[config.mk]
export PLATFORM = sky130hd
export DESIGN_NAME = cfb_regs
export DESIGN_NICKNAME = d
export VERILOG_FILES = /design/src/hdl/cfb_pkg.sv /design/src/hdl/cfb_spi_shift.sv /design/src/hdl/cfb_regs.sv
export SDC_FILE = /design/constraint.sdc
export NUM_CORES = 1
export LEC_CHECK = 0
export ABC_AREA = 1
export BUFFER_PORTS_ARGS = -buffer_cell sky130_fd_sc_hd__buf_2
export CORE_MARGIN = 1.5
export CORE_UTILIZATION = 44
export DETAILED_ROUTE_END_ITERATION = 8
export SLEW_MARGIN = 5
export SYNTH_ARGS = -nofsm -noshare
export SYNTH_HDL_FRONTEND = slang
export SYNTH_HIERARCHICAL = 1
export SYNTH_SLANG_ARGS = --single-unit
[constraint.sdc]
create_clock -name mclk -period 1.55 [get_ports mclk]
set_input_delay 0.155 -clock mclk [delete_from_list [all_inputs] [get_ports mclk]]
set_output_delay 0.155 -clock mclk [all_outputs]
set_load 0.01 [all_outputs]
[src/hdl/cfb_pkg.sv]
/*
  constants for the cell flag, balance status and fuse trigger registers,
  and for the 24-bit serial frame that reaches them.
  assumes the serial port carries one 7-bit address and one 16-bit word.
*/
package cfb_pkg;
  // register geometry
  localparam int REG_W = 16;
  localparam int ADDR_W = 7;
  localparam int CELLS = 17;
  // offsets
  localparam logic [6:0] UV_FLAGS_LOW_OFS = 7'h4f;
  localparam logic [6:0] UV_FLAGS_HIGH_OFS = 7'h50;
  localparam logic [6:0] BAL_STATE_LOW_OFS = 7'h51;
  localparam logic [6:0] BAL_STATE_HIGH_OFS = 7'h52;
  localparam logic [6:0] FUSE_TRIGGER_OFS = 7'h53;
  // fields
  localparam int UV17_BIT = 0;
  localparam int UV_RSVD_LSB = 1;
  localparam int UV_RSVD_MSB = 5;
  localparam int BAL17_BIT = 0;
  localparam int FUSE_W = 8;
  localparam logic [7:0] FUSE_CODE = 8'hfb;
  localparam logic [15:0] CLEAR_VALUE = 16'h0000;
  // reset values
  localparam logic [15:0] REG_RESET = 16'h0000;
  localparam logic [4:0] UV_RSVD_RESET = 5'h00;
  localparam logic [7:0] FUSE_RESET = 8'h00;
  // frame layout: command byte (write flag, address) then data word
  localparam int CMD_BITS = 8;
  localparam int FRAME_BITS = 24;
  localparam int CNT_W = 5;
  localparam int WRITE_FLAG_BIT = 7;
  localparam logic [4:0] CNT_ZERO = 5'h00;
  localparam logic [4:0] CNT_CMD_DONE = 5'h08;
  localparam logic [4:0] CNT_FRAME_DONE = 5'h18;
  // frame state
  typedef enum logic [2:0] {
    CFB_IDLE = 3'b001,
    CFB_CMD = 3'b010,
    CFB_DATA = 3'b100
  } cfb_state_t;
endpackage

[src/hdl/cfb_spi_shift.sv]
/*
  bit-level serial shifter, mode 0, msb first, one clock domain.
  assumes sclk, cs_n and mosi are synchronous to mclk and that sclk
  is slower than mclk/4 so every edge is seen.
*/
`timescale 1ns/1ps
`default_nettype none
module cfb_spi_shift #(
  parameter int WORD_W = 16
) (
  // clock and reset
  input wire logic mclk,
  input wire logic rst,
  // serial pins
  input wire logic sclk,
  input wire logic cs_n,
  input wire logic mosi,
  output logic miso,
  output logic miso_oe_n,
  // word to send, armed by a pulse, put out at the next falling edge
  input wire logic tx_arm,
  input wire logic [WORD_W-1:0] tx_word,
  // received bits and frame edges
  output logic bit_valid,
  output logic bit_value,
  output logic frame_start,
  output logic frame_end
);
  logic sclk_q, sclk_d;
  logic cs_n_q, cs_n_d;
  logic pend_q, pend_d;
  logic [WORD_W-1:0] tx_q, tx_d;
  logic rise, fall;

  assign rise = sclk & ~sclk_q & ~cs_n;
  assign fall = ~sclk & sclk_q & ~cs_n;

  always_comb begin
    sclk_d = sclk;
    cs_n_d = cs_n;
    pend_d = pend_q;
    tx_d = tx_q;
    if (cs_n) begin
      pend_d = 1'b0;
      tx_d = '0;
    end else if (fall) begin
      // loading on the edge keeps bit 15 valid before the next rise
      if (pend_q) begin
        tx_d = tx_word;
        pend_d = 1'b0;
      end else begin
        tx_d = {tx_q[WORD_W-2:0], 1'b0};
      end
    end
    if (tx_arm) begin
      pend_d = 1'b1;
    end
  end

  always_ff @(posedge mclk) begin
    if (rst) begin
      sclk_q <= 1'b0;
      cs_n_q <= 1'b1;
      pend_q <= 1'b0;
      tx_q <= '0;
    end else begin
      sclk_q <= sclk_d;
      cs_n_q <= cs_n_d;
      pend_q <= pend_d;
      tx_q <= tx_d;
    end
  end

  assign miso = tx_q[WORD_W-1];
  assign miso_oe_n = cs_n_q;
  assign bit_valid = rise;
  assign bit_value = mosi;
  assign frame_start = cs_n_q & ~cs_n;
  assign frame_end = ~cs_n_q & cs_n;
endmodule
`default_nettype wire

[src/hdl/cfb_regs.sv]
/*
  cell 17 undervoltage flag, cell balance status and fuse trigger
  registers behind a serial port with 16-bit words.
  assumes detect and balance inputs are synchronous to mclk; the flags
  of cells 1 to 16 live elsewhere and are cleared by uv_clear_pulse.
*/
`timescale 1ns/1ps
`default_nettype none
module cfb_regs #(
  parameter int CELLS = 17
) (
  // clock and reset
  input wire logic mclk,
  input wire logic rst,
  // serial port
  input wire logic sclk,
  input wire logic cs_n,
  input wire logic mosi,
  output logic miso,
  output logic miso_oe_n,
  // chip side
  input wire logic cell17_uv_detect,
  input wire logic [CELLS-1:0] cell_balance_on,
  output logic cell17_undervoltage_latch,
  output logic uv_clear_pulse,
  output logic fuse_drive
);
  logic bit_valid, bit_value, frame_start, frame_end;
  logic tx_arm;
  cfb_pkg::cfb_state_t state_q, state_d;
  logic [cfb_pkg::CNT_W-1:0] cnt_q, cnt_d;
  logic [cfb_pkg::CMD_BITS-1:0] cmd_q, cmd_d;
  logic [cfb_pkg::REG_W-1:0] wdata_q, wdata_d;
  logic [cfb_pkg::REG_W-1:0] rdata_q, rdata_d;
  logic [cfb_pkg::REG_W-1:0] rd_mux;
  logic commit;
  logic [cfb_pkg::ADDR_W-1:0] addr;
  logic [cfb_pkg::ADDR_W-1:0] rd_addr;
  logic is_write;
  // register state
  logic uv17_q, uv17_d;
  logic [4:0] uv_rsvd_q, uv_rsvd_d;
  logic [cfb_pkg::FUSE_W-1:0] fuse_q, fuse_d;
  logic fuse_drive_q, fuse_drive_d;
  logic clr_q, clr_d;
  logic uv_clear;

  cfb_spi_shift #(
    .WORD_W(cfb_pkg::REG_W)
  ) i_cfb_spi_shift (
    .mclk(mclk),
    .rst(rst),
    .sclk(sclk),
    .cs_n(cs_n),
    .mosi(mosi),
    .miso(miso),
    .miso_oe_n(miso_oe_n),
    // miso shows zero during the command byte; the word follows the 8th fall
    .tx_arm(tx_arm),
    .tx_word(rdata_q),
    .bit_valid(bit_valid),
    .bit_value(bit_value),
    .frame_start(frame_start),
    .frame_end(frame_end)
  );

  assign addr = cmd_q[cfb_pkg::ADDR_W-1:0];
  // bit 7 of the command byte selects a write, the rest is the offset
  assign is_write = cmd_q[cfb_pkg::WRITE_FLAG_BIT];
  // offset including the bit arriving now; built apart from cmd_d so the
  // read view and the sequencer do not form a combinational loop
  assign rd_addr = {cmd_q[cfb_pkg::ADDR_W-2:0], bit_value};

  // read view; offsets not held here, 0x4f among them, read as zero
  always_comb begin
    rd_mux = cfb_pkg::REG_RESET;
    case (rd_addr)
      cfb_pkg::UV_FLAGS_HIGH_OFS: begin
        rd_mux[cfb_pkg::UV17_BIT] = uv17_q;
        rd_mux[cfb_pkg::UV_RSVD_MSB:cfb_pkg::UV_RSVD_LSB] = uv_rsvd_q;
      end
      cfb_pkg::BAL_STATE_LOW_OFS: begin
        rd_mux = cell_balance_on[cfb_pkg::REG_W-1:0];
      end
      cfb_pkg::BAL_STATE_HIGH_OFS: begin
        rd_mux[cfb_pkg::BAL17_BIT] = cell_balance_on[CELLS-1];
      end
      cfb_pkg::FUSE_TRIGGER_OFS: begin
        rd_mux[cfb_pkg::FUSE_W-1:0] = fuse_q;
      end
      default: begin
        rd_mux = cfb_pkg::REG_RESET;
      end
    endcase
  end

  // frame sequencing: command byte, then the data word
  always_comb begin
    state_d = state_q;
    cnt_d = cnt_q;
    cmd_d = cmd_q;
    wdata_d = wdata_q;
    rdata_d = rdata_q;
    tx_arm = 1'b0;
    commit = 1'b0;
    case (state_q)
      cfb_pkg::CFB_IDLE: begin
        if (frame_start) begin
          state_d = cfb_pkg::CFB_CMD;
          cnt_d = cfb_pkg::CNT_ZERO;
        end
      end
      cfb_pkg::CFB_CMD: begin
        if (frame_end) begin
          state_d = cfb_pkg::CFB_IDLE;
        end else if (bit_valid) begin
          cmd_d = {cmd_q[cfb_pkg::CMD_BITS-2:0], bit_value};
          cnt_d = cnt_q + 1'b1;
          if (cnt_d == cfb_pkg::CNT_CMD_DONE) begin
            // read data is frozen here so the word cannot tear mid-shift
            rdata_d = rd_mux;
            tx_arm = 1'b1;
            state_d = cfb_pkg::CFB_DATA;
          end
        end
      end
      cfb_pkg::CFB_DATA: begin
        if (frame_end) begin
          state_d = cfb_pkg::CFB_IDLE;
          // short or long frames are dropped without effect
          commit = is_write && (cnt_q == cfb_pkg::CNT_FRAME_DONE);
        end else if (bit_valid) begin
          wdata_d = {wdata_q[cfb_pkg::REG_W-2:0], bit_value};
          // stops one past a full frame so a long frame never wraps to 24
          if (cnt_q != cfb_pkg::CNT_FRAME_DONE + 1'b1) begin
            cnt_d = cnt_q + 1'b1;
          end
        end
      end
      default: begin
        // an illegal state code returns to idle instead of locking the port
        state_d = cfb_pkg::CFB_IDLE;
      end
    endcase
  end

  always_ff @(posedge mclk) begin
    if (rst) begin
      state_q <= cfb_pkg::CFB_IDLE;
      cnt_q <= cfb_pkg::CNT_ZERO;
      cmd_q <= '0;
      wdata_q <= cfb_pkg::REG_RESET;
      rdata_q <= cfb_pkg::REG_RESET;
    end else begin
      state_q <= state_d;
      cnt_q <= cnt_d;
      cmd_q <= cmd_d;
      wdata_q <= wdata_d;
      rdata_q <= rdata_d;
    end
  end

  // a zero word to either flag register clears every latched flag
  assign uv_clear = commit && (wdata_q == cfb_pkg::CLEAR_VALUE) &&
    ((addr == cfb_pkg::UV_FLAGS_LOW_OFS) ||
     (addr == cfb_pkg::UV_FLAGS_HIGH_OFS));

  always_comb begin
    uv17_d = uv17_q;
    uv_rsvd_d = uv_rsvd_q;
    fuse_d = fuse_q;
    clr_d = uv_clear;
    if (commit && (addr == cfb_pkg::UV_FLAGS_HIGH_OFS)) begin
      // bits 15:6 are read-only and keep zero
      uv_rsvd_d = wdata_q[cfb_pkg::UV_RSVD_MSB:cfb_pkg::UV_RSVD_LSB];
    end
    if (commit && (addr == cfb_pkg::FUSE_TRIGGER_OFS)) begin
      fuse_d = wdata_q[cfb_pkg::FUSE_W-1:0];
    end
    if (uv_clear) begin
      uv17_d = 1'b0;
    end
    // a detect in the clearing cycle is kept: set wins
    if (cell17_uv_detect) begin
      uv17_d = 1'b1;
    end
    // decoded from the next field so the driver moves with the field
    fuse_drive_d = (fuse_d == cfb_pkg::FUSE_CODE);
  end

  always_ff @(posedge mclk) begin
    if (rst) begin
      // only the latch, the stored bits and the fuse field outlive a frame
      uv17_q <= 1'b0;
      uv_rsvd_q <= cfb_pkg::UV_RSVD_RESET;
      fuse_q <= cfb_pkg::FUSE_RESET;
      fuse_drive_q <= 1'b0;
      clr_q <= 1'b0;
    end else begin
      uv17_q <= uv17_d;
      uv_rsvd_q <= uv_rsvd_d;
      fuse_q <= fuse_d;
      fuse_drive_q <= fuse_drive_d;
      clr_q <= clr_d;
    end
  end

  assign cell17_undervoltage_latch = uv17_q;
  // cells 1 to 16 keep their flags elsewhere and clear on this pulse
  assign uv_clear_pulse = clr_q;
  // stays on while the field holds the code; writing any other value stops it
  assign fuse_drive = fuse_drive_q;
endmodule
`default_nettype wire

==> results of run 1 <==
flip-flops by register name, summed over array words and instances (netlist names), 3 cells and up:
name and flops:
fuse_q 8, state_q 3, rdata_q 16, wdata_q 16, i_cfb_spi_shift/tx_q 16, cnt_q 5, cmd_q 8, uv_rsvd_q 5
where the power goes:
part / internal [mW] / total, mW / switching, mW / leakage [nW]
sequential: 2.18 / 2.23 / 0.0483 / 0.673
clock: 0.939 / 1.81 / 0.872 / 0.114
combinational: 0.290 / 0.648 / 0.358 / 1.35
total: 3.41 / 4.69 / 1.28 / 2.14
cell type report:
type,count,area [sq um]
inverter,69,274
sequential,83,1670
tap,108,135
fill,860,3800
timing repair inverter,1,6.26
clock inverter,7,108
multi-input combinational,402,2000
clock buffer,9,124
timing repair buffer,71,514
critical path, stage by stage, from the launching register on:
cell	delay, ns
dfxtp_2	0.35
inv_2	0.08
ha_4	0.13
nand4_1	0.17
nor2_4	0.17
inv_1	0.14
nor2_1	0.13
nand2_1	0.09
a21oi_1	0.13
nor2_1	0.05
worst min-delay path by stage:
| stage | startpoint | endpoint | slack, ns | cells after the start |
|---|---|---|---|---|
| after global placement | cell17_uv_detect | cell17_undervoltage_latch | 0.38 | 3 |
| after CTS | cell17_uv_detect | cell17_undervoltage_latch | 0.01 | 3 |
| final | cell17_uv_detect | cell17_undervoltage_latch | 0.03 | 3 |
| after global routing | rst | cnt_q[3] | 0.03 | 2 |
| after detailed placement | cell17_uv_detect | cell17_undervoltage_latch | 0.38 | 3 |
| after floorplan | rst | cnt_q[2] | 0.22 | 1 |
cell usage in the layout, fill, tap and decap left out, drive strengths merged:
master	count
a21oi	43
a31oi	1
buf	70
bufinv	2
clkbuf	10
clkinv	1
clkinvlp	1
dfxtp	83
ha	3
inv	73
nand2	144
nand3	39
nand4	9
nor2	103
nor3	7
o21ai	50
o21bai	1
xor2	2
metal layers:
layer  track usage  routed length [microns]  vias to the layer above
met5             0                        0                        -
met4        0.0669                       90                        0
met3        0.0374                      222                        7
met2         0.338                     4550                       29
met1         0.260                     4390                     1656
li1              -                        -                     1940
cell families (layout without fill, tap and decap cells):
group           count (synthesis)  after routing  share of synthesized area
flops                          83             83                      0.426
fa+ha+maj                       3              3                    0.00963
xor+xnor                        2              2                    0.00642
compound gates                 95             95                      0.125
simple gates                  300            302                      0.327
buf+inv                        91            157                      0.106
what timing repair did:
action,4_1_cts,5_1_grt
setup endpoints to repair,47,51
cloned,3,1
gates resized for setup,26,35
pin swaps,10,14
hold buffers,0,0
buffers inserted,2,5
metrics by stage:
| stage | hold slack [ns] | utilization | cells |
|---|---|---|---|
| after CTS | 0.0106 | 0.539 | 745 |
| after floorplan | 0.224 | - | 574 |
| after global placement | 0.377 | 0.499 | 724 |
| after global routing | 0.0271 | 0.560 | 750 |
| final | 0.0258 | 0.560 | 750 |
| after detailed placement | 0.385 | 0.499 | 724 |
==> reports/results.txt, run 1 <==
initial DRC count: 115
Pre-Repair DR Iteration Count: 4
leading area contributor after synthesis: dfxtp_1
Synth Register Bits: 83
total CTS buffers: 9
status: completed
leakage dissipation: 2.14 nW
Setup WS post-layout: 0.00642 ns
count leader, synth: nand2_1
Post-Route WL: 9.25 mm
Synth top area share: 0.426
fmax: 0.648 GHz
worst r2r src: cnt_q[1]
initial antenna violation count: 0
via count: 3632
min-delay worst type: in2reg
Mean Syn Cell Area: 6.79 sq um
Hold Vio Cnt, Final: 0
fin crit period: 1.54 ns
sum of negative setup slack: 0 ns
pwr dens: 970 nW/um^2
Synth top cells by count: 142 x nand2_1, 93 x nor2_1, 83 x dfxtp_1
GPL Wtd Cong: 0.808
CTS HTree Levels: 3
num ports: 28
EDFF count, synth: 0
crit path from: cnt_q[1]
clk_lat worst skew: 0.36 ns
# diodes: 0
DP HPWL: 6.34 mm
clock net sink count: 83
layout cells sized above 1: 0.229
dpl cell area: 4310 sq um
Port-buffer cells: 27
# DRC: 0
unrepaired setup endpoints after global routing: true
post-synthesis sequential area ratio: 0.426
# setup viols final: 0
synthesized cell area: 3900 sq um
TritonCTS clock tree: yes
Final Max Slew Viols: 0
core area: 8640 sq um
distinct cell type count after synthesis: 32
Longest Clk Path Bufs: 2
Tcrit/Tclk final: 0.996
Crit Path Class: reg2reg
top post-synthesis cells by area: dfxtp_1 43%, nand2_1 14%, nor2_1 9.0%
Ys Warns: 6
r2r setup slk: 0.006 ns
Peak VDD IR: 0.510 mV
row cnt: 34
WL per Instance: 12.3 microns
fin nets: 663
first-pass GRT wire length: 15.5 mm
area delta synth->final: 23.9%
Syn Inst Count: 574
crit-path max FO: 4
Pwr Total: 4.69 mW
clk_skew: 0.0142 ns
ys flop type: dfxtp_1
Syn Nets: 600
Remaining Overflow, GRT: 0
Die Y: 97.1 microns
startpoint types: flip-flop
largest net degree at the start of global routing: 32
max-capacitance violation count: 0
critical path capture point type: flip-flop
Die X-Extent: 97.1 microns
final instance area: 4830 sq um
clk slew on worst S/H paths: 0.09 ns
Starting Density: 0.452
vias in the first global route: 3428
Worst EP required: 1.79 ns
root buf cell: clkbuf_8
CP endpoint: cell17_undervoltage_latch
worst slew pin tran: 0.545 ns
Vias per Instance: 4.84
R2R depth: 9
RR Endpoint: cell17_undervoltage_latch
DRT antenna net count: 0
DIE AREA: 9440 sq um
Max-Slew Margin vs Limit: 0.636
GRT Util Overall: 0.201
critical path arrival: 1.79 ns
async set-or-reset flop fraction in the synthesized netlist: 0
Setup WS pre-CTS: -0.189 ns
No activity file was read; power rests on OpenSTA's default activity.
==> run 2: changes to the inputs <==
==> constraint.sdc (replaced) <==
create_clock -name mclk -period 1.7 [get_ports mclk]
set_input_delay 0.17 -clock mclk [delete_from_list [all_inputs] [get_ports mclk]]
set_output_delay 0.17 -clock mclk [all_outputs]
set_load 0.01 [all_outputs]
==> run 2 against run 1 <==
  * Clock skew is 0.0048 ns lower
  * Routed wire length decreased by 7.0%
  * Sequential power shrank 9.4%
  * Core utilization is 3.6 points lower
  * Final cell count is 2.8% lower
  * Register-to-register slack better by 0.10 ns
  * Global-route usage decreased by 1.3 points
  * Sequential share of layout area is 2.3 points higher
  * Count of clock-buffer cells in the layout is 1 higher
==> reports/results.txt, run 2 (synthesis gave the netlist of run 1 again) <==
Final Max Slew Viols: 0 (unchanged)
most frequent cells in the layout: 140 x nand2_1, 90 x nor2_1, 80 x dfxtp_1, 60 x inv_1, 43 x o21ai_0
initial antenna violation count: 0 (unchanged)
startpoint types: flip-flop
final instance area: 4520 sq um (-6.4%)
row cnt: 34 (unchanged)
Post-Route WL: 8.60 mm (-7.0%)
root buf cell: clkbuf_8
worst hold slack: 0.0473 ns (+0.0215 ns)
pwr dens: 926 nW/um^2 (-4.5%)
# diodes: 0 (unchanged)
via count: 3510 (-3.4%)
TritonCTS clock tree: yes
min-delay worst type: in2reg
critical path capture point type: flip-flop
max-capacitance violation count: 0 (unchanged)
Hold Vio Cnt, Final: 0 (unchanged)
crit-path max cell delay: 0.37 ns (+0.02 ns)
fmax: 0.628 GHz (-3.0%)
Longest Clk Path Bufs: 2 (unchanged)
Critical Path Slowest Stage Cell: dfxtp_4
# DRC: 0 (unchanged)
# setup viols final: 0 (unchanged)
Post-Place Cells: 709 (-2.1%)
M1 WL: 4.38 mm (-0.18%)
num ports: 28 (unchanged)
critical path arrival: 1.87 ns (+0.08 ns)
DRT antenna net count: 0 (unchanged)
Core Util, Final: 0.524 (-0.0361)
Tcrit/Tclk final: 0.936 (-0.0597)
Peak VDD IR: 0.431 mV (-16%)
GPL Wtd Cong: 0.881 (+9.0%)
Starting Density: 0.452 (unchanged)
fillers: 882 (+2.6%)
fin nets: 642 (-3.2%)
core area: 8640 sq um (unchanged)
DP HPWL: 6.17 mm (-2.7%)
initial DRC count: 155 (+35%)
Regs by FF count: i_cfb_spi_shift/tx_q x16, rdata_q x16, wdata_q x16
fin crit period: 1.59 ns (+0.0479 ns)
clk_skew: 0.00938 ns (-0.00480 ns)
area delta synth->final: 15.9%
met2 WL post-DR: 3.87 mm (-15%)
metal3 WL: 219 microns (-1.4%)
status: completed
Pre-Repair DR Iteration Count: 4 (unchanged)
first-pass GRT wire length: 14.5 mm (-6.5%)
unrepaired setup endpoints after global routing: true
Max-Slew Margin vs Limit: 0.721 (+0.0845)
WL per Instance: 11.8 microns (-4.3%)
largest net degree at the start of global routing: 32 (unchanged)
dpl cell area: 4200 sq um (-2.6%)
Worst EP required: 1.98 ns (+0.19 ns)
worst slew pin tran: 0.417 ns (-0.128 ns)
fin cells: 729 (-2.8%)
total CTS buffers: 9 (unchanged)
crit-path max FO: 6 (+2)
clk slew on worst S/H paths: 0.08 ns (about the same)
clock net sink count: 83 (unchanged)
leakage dissipation: 2.01 nW (-5.9%)
Vias per Instance: 4.81 (-0.58%)
clk_lat worst skew: 0.35 ns (about the same)
CTS HTree Levels: 3 (unchanged)
Port-buffer cells: 27 (unchanged)
Remaining Overflow, GRT: 0 (unchanged)
DIE AREA: 9440 sq um (unchanged)
layout cells sized above 1: 0.167 (-0.0615)
commonest non-fill, non-tap cell in the layout: nand2_1
Die X-Extent: 97.1 microns (unchanged)
Crit Path Class: reg2reg
Die Y: 97.1 microns (unchanged)
GRT Util Overall: 0.189 (-0.0127)
vias in the first global route: 3251 (-5.2%)
crit-path cells: ha_1 -> nand2_2 -> nor2_4 -> xor2_2 -> nor2_2 -> nand2_4 -> buf_4 -> nand2_1 -> a21oi_1
Top Layer Used: met4
[run 2: changes by cell type in the layout (fill, tap and decap cells not counted), moves of 3 or more]
cell | previous run | this run
nand3_2 | 3 | 0
inv_8 | 3 | 0
nand2_2 | 6 | 3
nand3_1 | 33 | 36
dfxtp_1 | 76 | 80
nor2_4 | 10 | 4
dfxtp_2 | 6 | 2
nand2_1 | 136 | 140
inv_4 | 4 | 0
nor2_2 | 5 | 9
buf_4 | 37 | 22
[run 2: critical path, delay by kind of cell (launching register included)]
family	cells	cell delay [ns]
xor+xnor	1	0.21
compound gates	1	0.13
flops	1	0.37
fa+ha+maj	1	0.18
simple gates	5	0.48
buf+inv	1	0.16
[run 2: layout make-up]
type	count	area, sq um	area share
Clock buffer	10	128	0.0282
Clock inverter	6	113	0.0249
Inverter	69	273	0.0603
Multi-Input combinational cell	401	1870	0.413
Sequential cell	83	1670	0.369
Tap cell	108	135	0.0299
Timing Repair Buffer	51	332	0.0733
Timing Repair inverter	1	8.76	0.00194
[run 2: worst paths after layout]
path	endpoint	cells after the start	from	slack, ns
min	cell17_undervoltage_latch	3	cell17_uv_detect	0.05
min reg2reg	i_cfb_spi_shift/tx_q[0]	2	i_cfb_spi_shift/tx_q[0]	0.47
max reg2reg	rdata_q[1]	9	cnt_q[0]	0.11
max	rdata_q[1]	9	cnt_q[0]	0.11
[run 2: per-layer routing]
| metal | vias up | GRT usage |
|---|---|---|
| li1 | 1894 | - |
| met1 | 1573 | 0.246 |
| met2 | 32 | 0.308 |
| met3 | 11 | 0.0353 |
| met4 | 0 | 0.0758 |
| met5 | - | 0 |
[run 2: power by group]
group	switching [mW]	internal, mW
sequential	0.0336	1.98
combinational	0.284	0.194
clock	0.710	0.982
[run 2: timing repair]
action,CTS,global route
hold buffers,0,0
resized for setup,3,19
setup endpoints to repair,8,47
buffers inserted,0,2
gates cloned,0,2
pin swaps,0,4
hold endpoints to repair,0,0
[run 2: stage by stage]
step	total power [mW]	TNS (ns)	setup WS, ns
2_1_floorplan	2.34	0	0.160
3_3_place_gp	2.53	-0.123	-0.0630
3_5_place_dp	2.53	-0.179	-0.0787
4_1_cts	4.22	0	0.0373
5_1_grt	4.40	-0.0855	-0.0278
6_report	4.19	0	0.109
==> run 3: changes to the inputs <==
--- a/config.mk
+++ b/config.mk
@@ -10,6 +10,7 @@
 export CORE_MARGIN = 1.5
 export CORE_UTILIZATION = 44
 export DETAILED_ROUTE_END_ITERATION = 8
+export REMOVE_ABC_BUFFERS = 1
 export SLEW_MARGIN = 5
 export SYNTH_ARGS = -nofsm -noshare
 export SYNTH_HDL_FRONTEND = slang
==> run 3 against run 2 <==
  * Sequential share of layout area fell by 0.75 points
  * Critical path type unchanged
  * Critical path depth rose by 2
  * Power fell by 1.6%
==> reports/results.txt, run 3 (synthesis gave the netlist of run 1 again) <==
stages on the worst setup path: 11 (+2)
WL per Instance: 12.2 microns (+3.6%)
RR Endpoint: fuse_drive
largest net degree at the start of global routing: 35 (+9.4%)
worst slew pin tran: 0.435 ns (+0.0177 ns)
DRT antenna net count: 0 (unchanged)
Critical Path Slowest Stage Cell: dfxtp_2
clk slew on worst S/H paths: 0.09 ns (about the same)
commonest non-fill, non-tap cell in the layout: nand2_1
CTS Hold Bufs: 0 (unchanged)
Port-buffer cells: 27 (unchanged)
WP buf/inv: 3 (+2)
initial antenna violation count: 0 (unchanged)
worst hold slack: 0.0312 ns (-0.0162 ns)
# setup viols final: 0 (unchanged)
initial DRC count: 210 (+35%)
fin nets: 647 (+0.78%)
Die X-Extent: 97.1 microns (unchanged)
num ports: 28 (unchanged)
# diodes: 0 (unchanged)
GPL Wtd Cong: 0.892 (+1.3%)
Hold Vio Cnt, Final: 0 (unchanged)
Tcrit/Tclk final: 0.935 (about the same)
Vias per Instance: 4.96 (+3.0%)
critical path capture point type: flip-flop
Die Y: 97.1 microns (unchanged)
# DRC: 0 (unchanged)
DIE AREA: 9440 sq um (unchanged)
clock net sink count: 83 (unchanged)
final instance area: 4620 sq um (+2.2%)
Setup WS post-layout: 0.110 ns (+0.00124 ns)
leakage dissipation: 2.01 nW (about the same)
CTS HTree Levels: 3 (unchanged)
dpl cell area: 4180 sq um (-0.54%)
total CTS buffers: 9 (unchanged)
Pre-Repair DR Iteration Count: 5 (+1)
DP HPWL: 6.02 mm (-2.3%)
Post-Route WL: 8.97 mm (+4.3%)
core area: 8640 sq um (unchanged)
Crit Path Class: reg2reg
crit path from: cnt_q[3]
crit-path max cell delay: 0.36 ns (about the same)
area delta synth->final: 18.4%
fmax: 0.629 GHz (about the same)
crit-path max FO: 3 (-3)
CP endpoint: fuse_drive
Setup WS pre-CTS: -0.0890 ns (-0.0103 ns)
Peak VDD IR: 0.481 mV (+12%)
most frequent cells in the layout: 140 x nand2_1, 88 x nor2_1, 79 x dfxtp_1, 59 x inv_1, 45 x o21ai_0
clk_skew: 0.0105 ns (+0.00108 ns)
Starting Density: 0.452 (unchanged)
critical path arrival: 1.89 ns (+0.02 ns)
min-delay worst type: in2reg
worst r2r src: cnt_q[3]
Core Util, Final: 0.535 (+0.0113)
Regs by FF count: i_cfb_spi_shift/tx_q x16, rdata_q x16, wdata_q x16
status: completed
max-capacitance violation count: 0 (unchanged)
Final Max Slew Viols: 0 (unchanged)
Longest Clk Path Bufs: 2 (unchanged)
GRT Util Overall: 0.189 (+0.000352)
via count: 3640 (+3.7%)
Post-Place Cells: 706 (-0.42%)
pwr dens: 892 nW/um^2 (-3.7%)
Max-Slew Margin vs Limit: 0.710 (-0.0111)
Worst EP required: 2.00 ns (+0.02 ns)
layout cells sized above 1: 0.185 (+0.0178)
Remaining Overflow, GRT: 0 (unchanged)
row cnt: 34 (unchanged)
vias in the first global route: 3322 (+2.2%)
root buf cell: clkbuf_8
r2r setup slk: 0.11 ns (about the same)
R2R depth: 11 (+2)
crit-path cells: inv_1 -> nor2_2 -> nand3_1 -> nor2_4 -> buf_4 -> nand3_1 -> nand2_1 -> nand2_1 -> inv_1 -> nand3_2 -> nor2_2
fin cells: 734 (+0.69%)
TritonCTS clock tree: yes
startpoint types: flip-flop
CP top delay family: simple AND/OR/NAND/NOR gates
fillers: 866 (-1.8%)
clk_lat worst skew: 0.36 ns (about the same)
fin crit period: 1.59 ns (-0.00124 ns)
first-pass GRT wire length: 14.8 mm (+1.6%)
## run 3: cell type report
class,count,area (sq um),area share
multi-input cells,402,1930,0.417
repair inverters,2,17.5,0.00379
inverters,69,275,0.0596
repair buffers,54,370,0.0802
clock inverters,5,83.8,0.0181
well taps,108,135,0.0293
flip-flops and latches,83,1670,0.361
clock buffers,11,141,0.0306
## run 3: routing by layer
metal	track usage	vias up	part of all wire	wire, microns
li1	-	1908	-	-
met1	0.250	1646	0.48	4280
met2	0.309	73	0.47	4200
met3	0.0295	13	0.037	335
met4	0.0747	0	0.018	159
met5	0	-	0	0
## run 3: tightest hold or removal path, cell delays in order
cell and delay (ns):
buf_2 0.07, a21oi_1 0.03, nor2_1 0.07
## run 3: worst min-delay path by stage
stage | from | to | depth (start not counted)
6_report | cell17_uv_detect | cell17_undervoltage_latch | 3
5_1_grt | cell17_uv_detect | cell17_undervoltage_latch | 3
4_1_cts | cell17_uv_detect | cell17_undervoltage_latch | 3
3_5_place_dp | cell17_uv_detect | cell17_undervoltage_latch | 3
3_3_place_gp | cell17_uv_detect | cell17_undervoltage_latch | 3
2_1_floorplan | rst | rdata_q[5] | 1
## run 3: repair_timing
action / 4_1_cts / 5_1_grt
buffers inserted: 0 / 8
resized for setup: 2 / 34
pin swaps: 0 / 9
cloned: 0 / 4
setup endpoints to repair: 8 / 45
endpoints found under the hold margin: 0 / 0
## run 3: report_power, final
| group | total [mW] | leakage, nW | internal, mW | switching [mW] |
|---|---|---|---|---|
| clock | 1.61 | 0.106 | 0.874 | 0.736 |
| sequential | 2.02 | 0.673 | 1.98 | 0.0367 |
| combinational | 0.491 | 1.23 | 0.193 | 0.298 |
| total | 4.12 | 2.01 | 3.05 | 1.07 |
## run 3: through the flow
stage,setup TNS (ns),total power [mW]
2_1_floorplan,-3.96,2.32
3_3_place_gp,-0.0867,2.52
3_5_place_dp,-0.313,2.53
4_1_cts,-0.137,4.12
5_1_grt,-0.00887,4.28
6_report,0,4.12
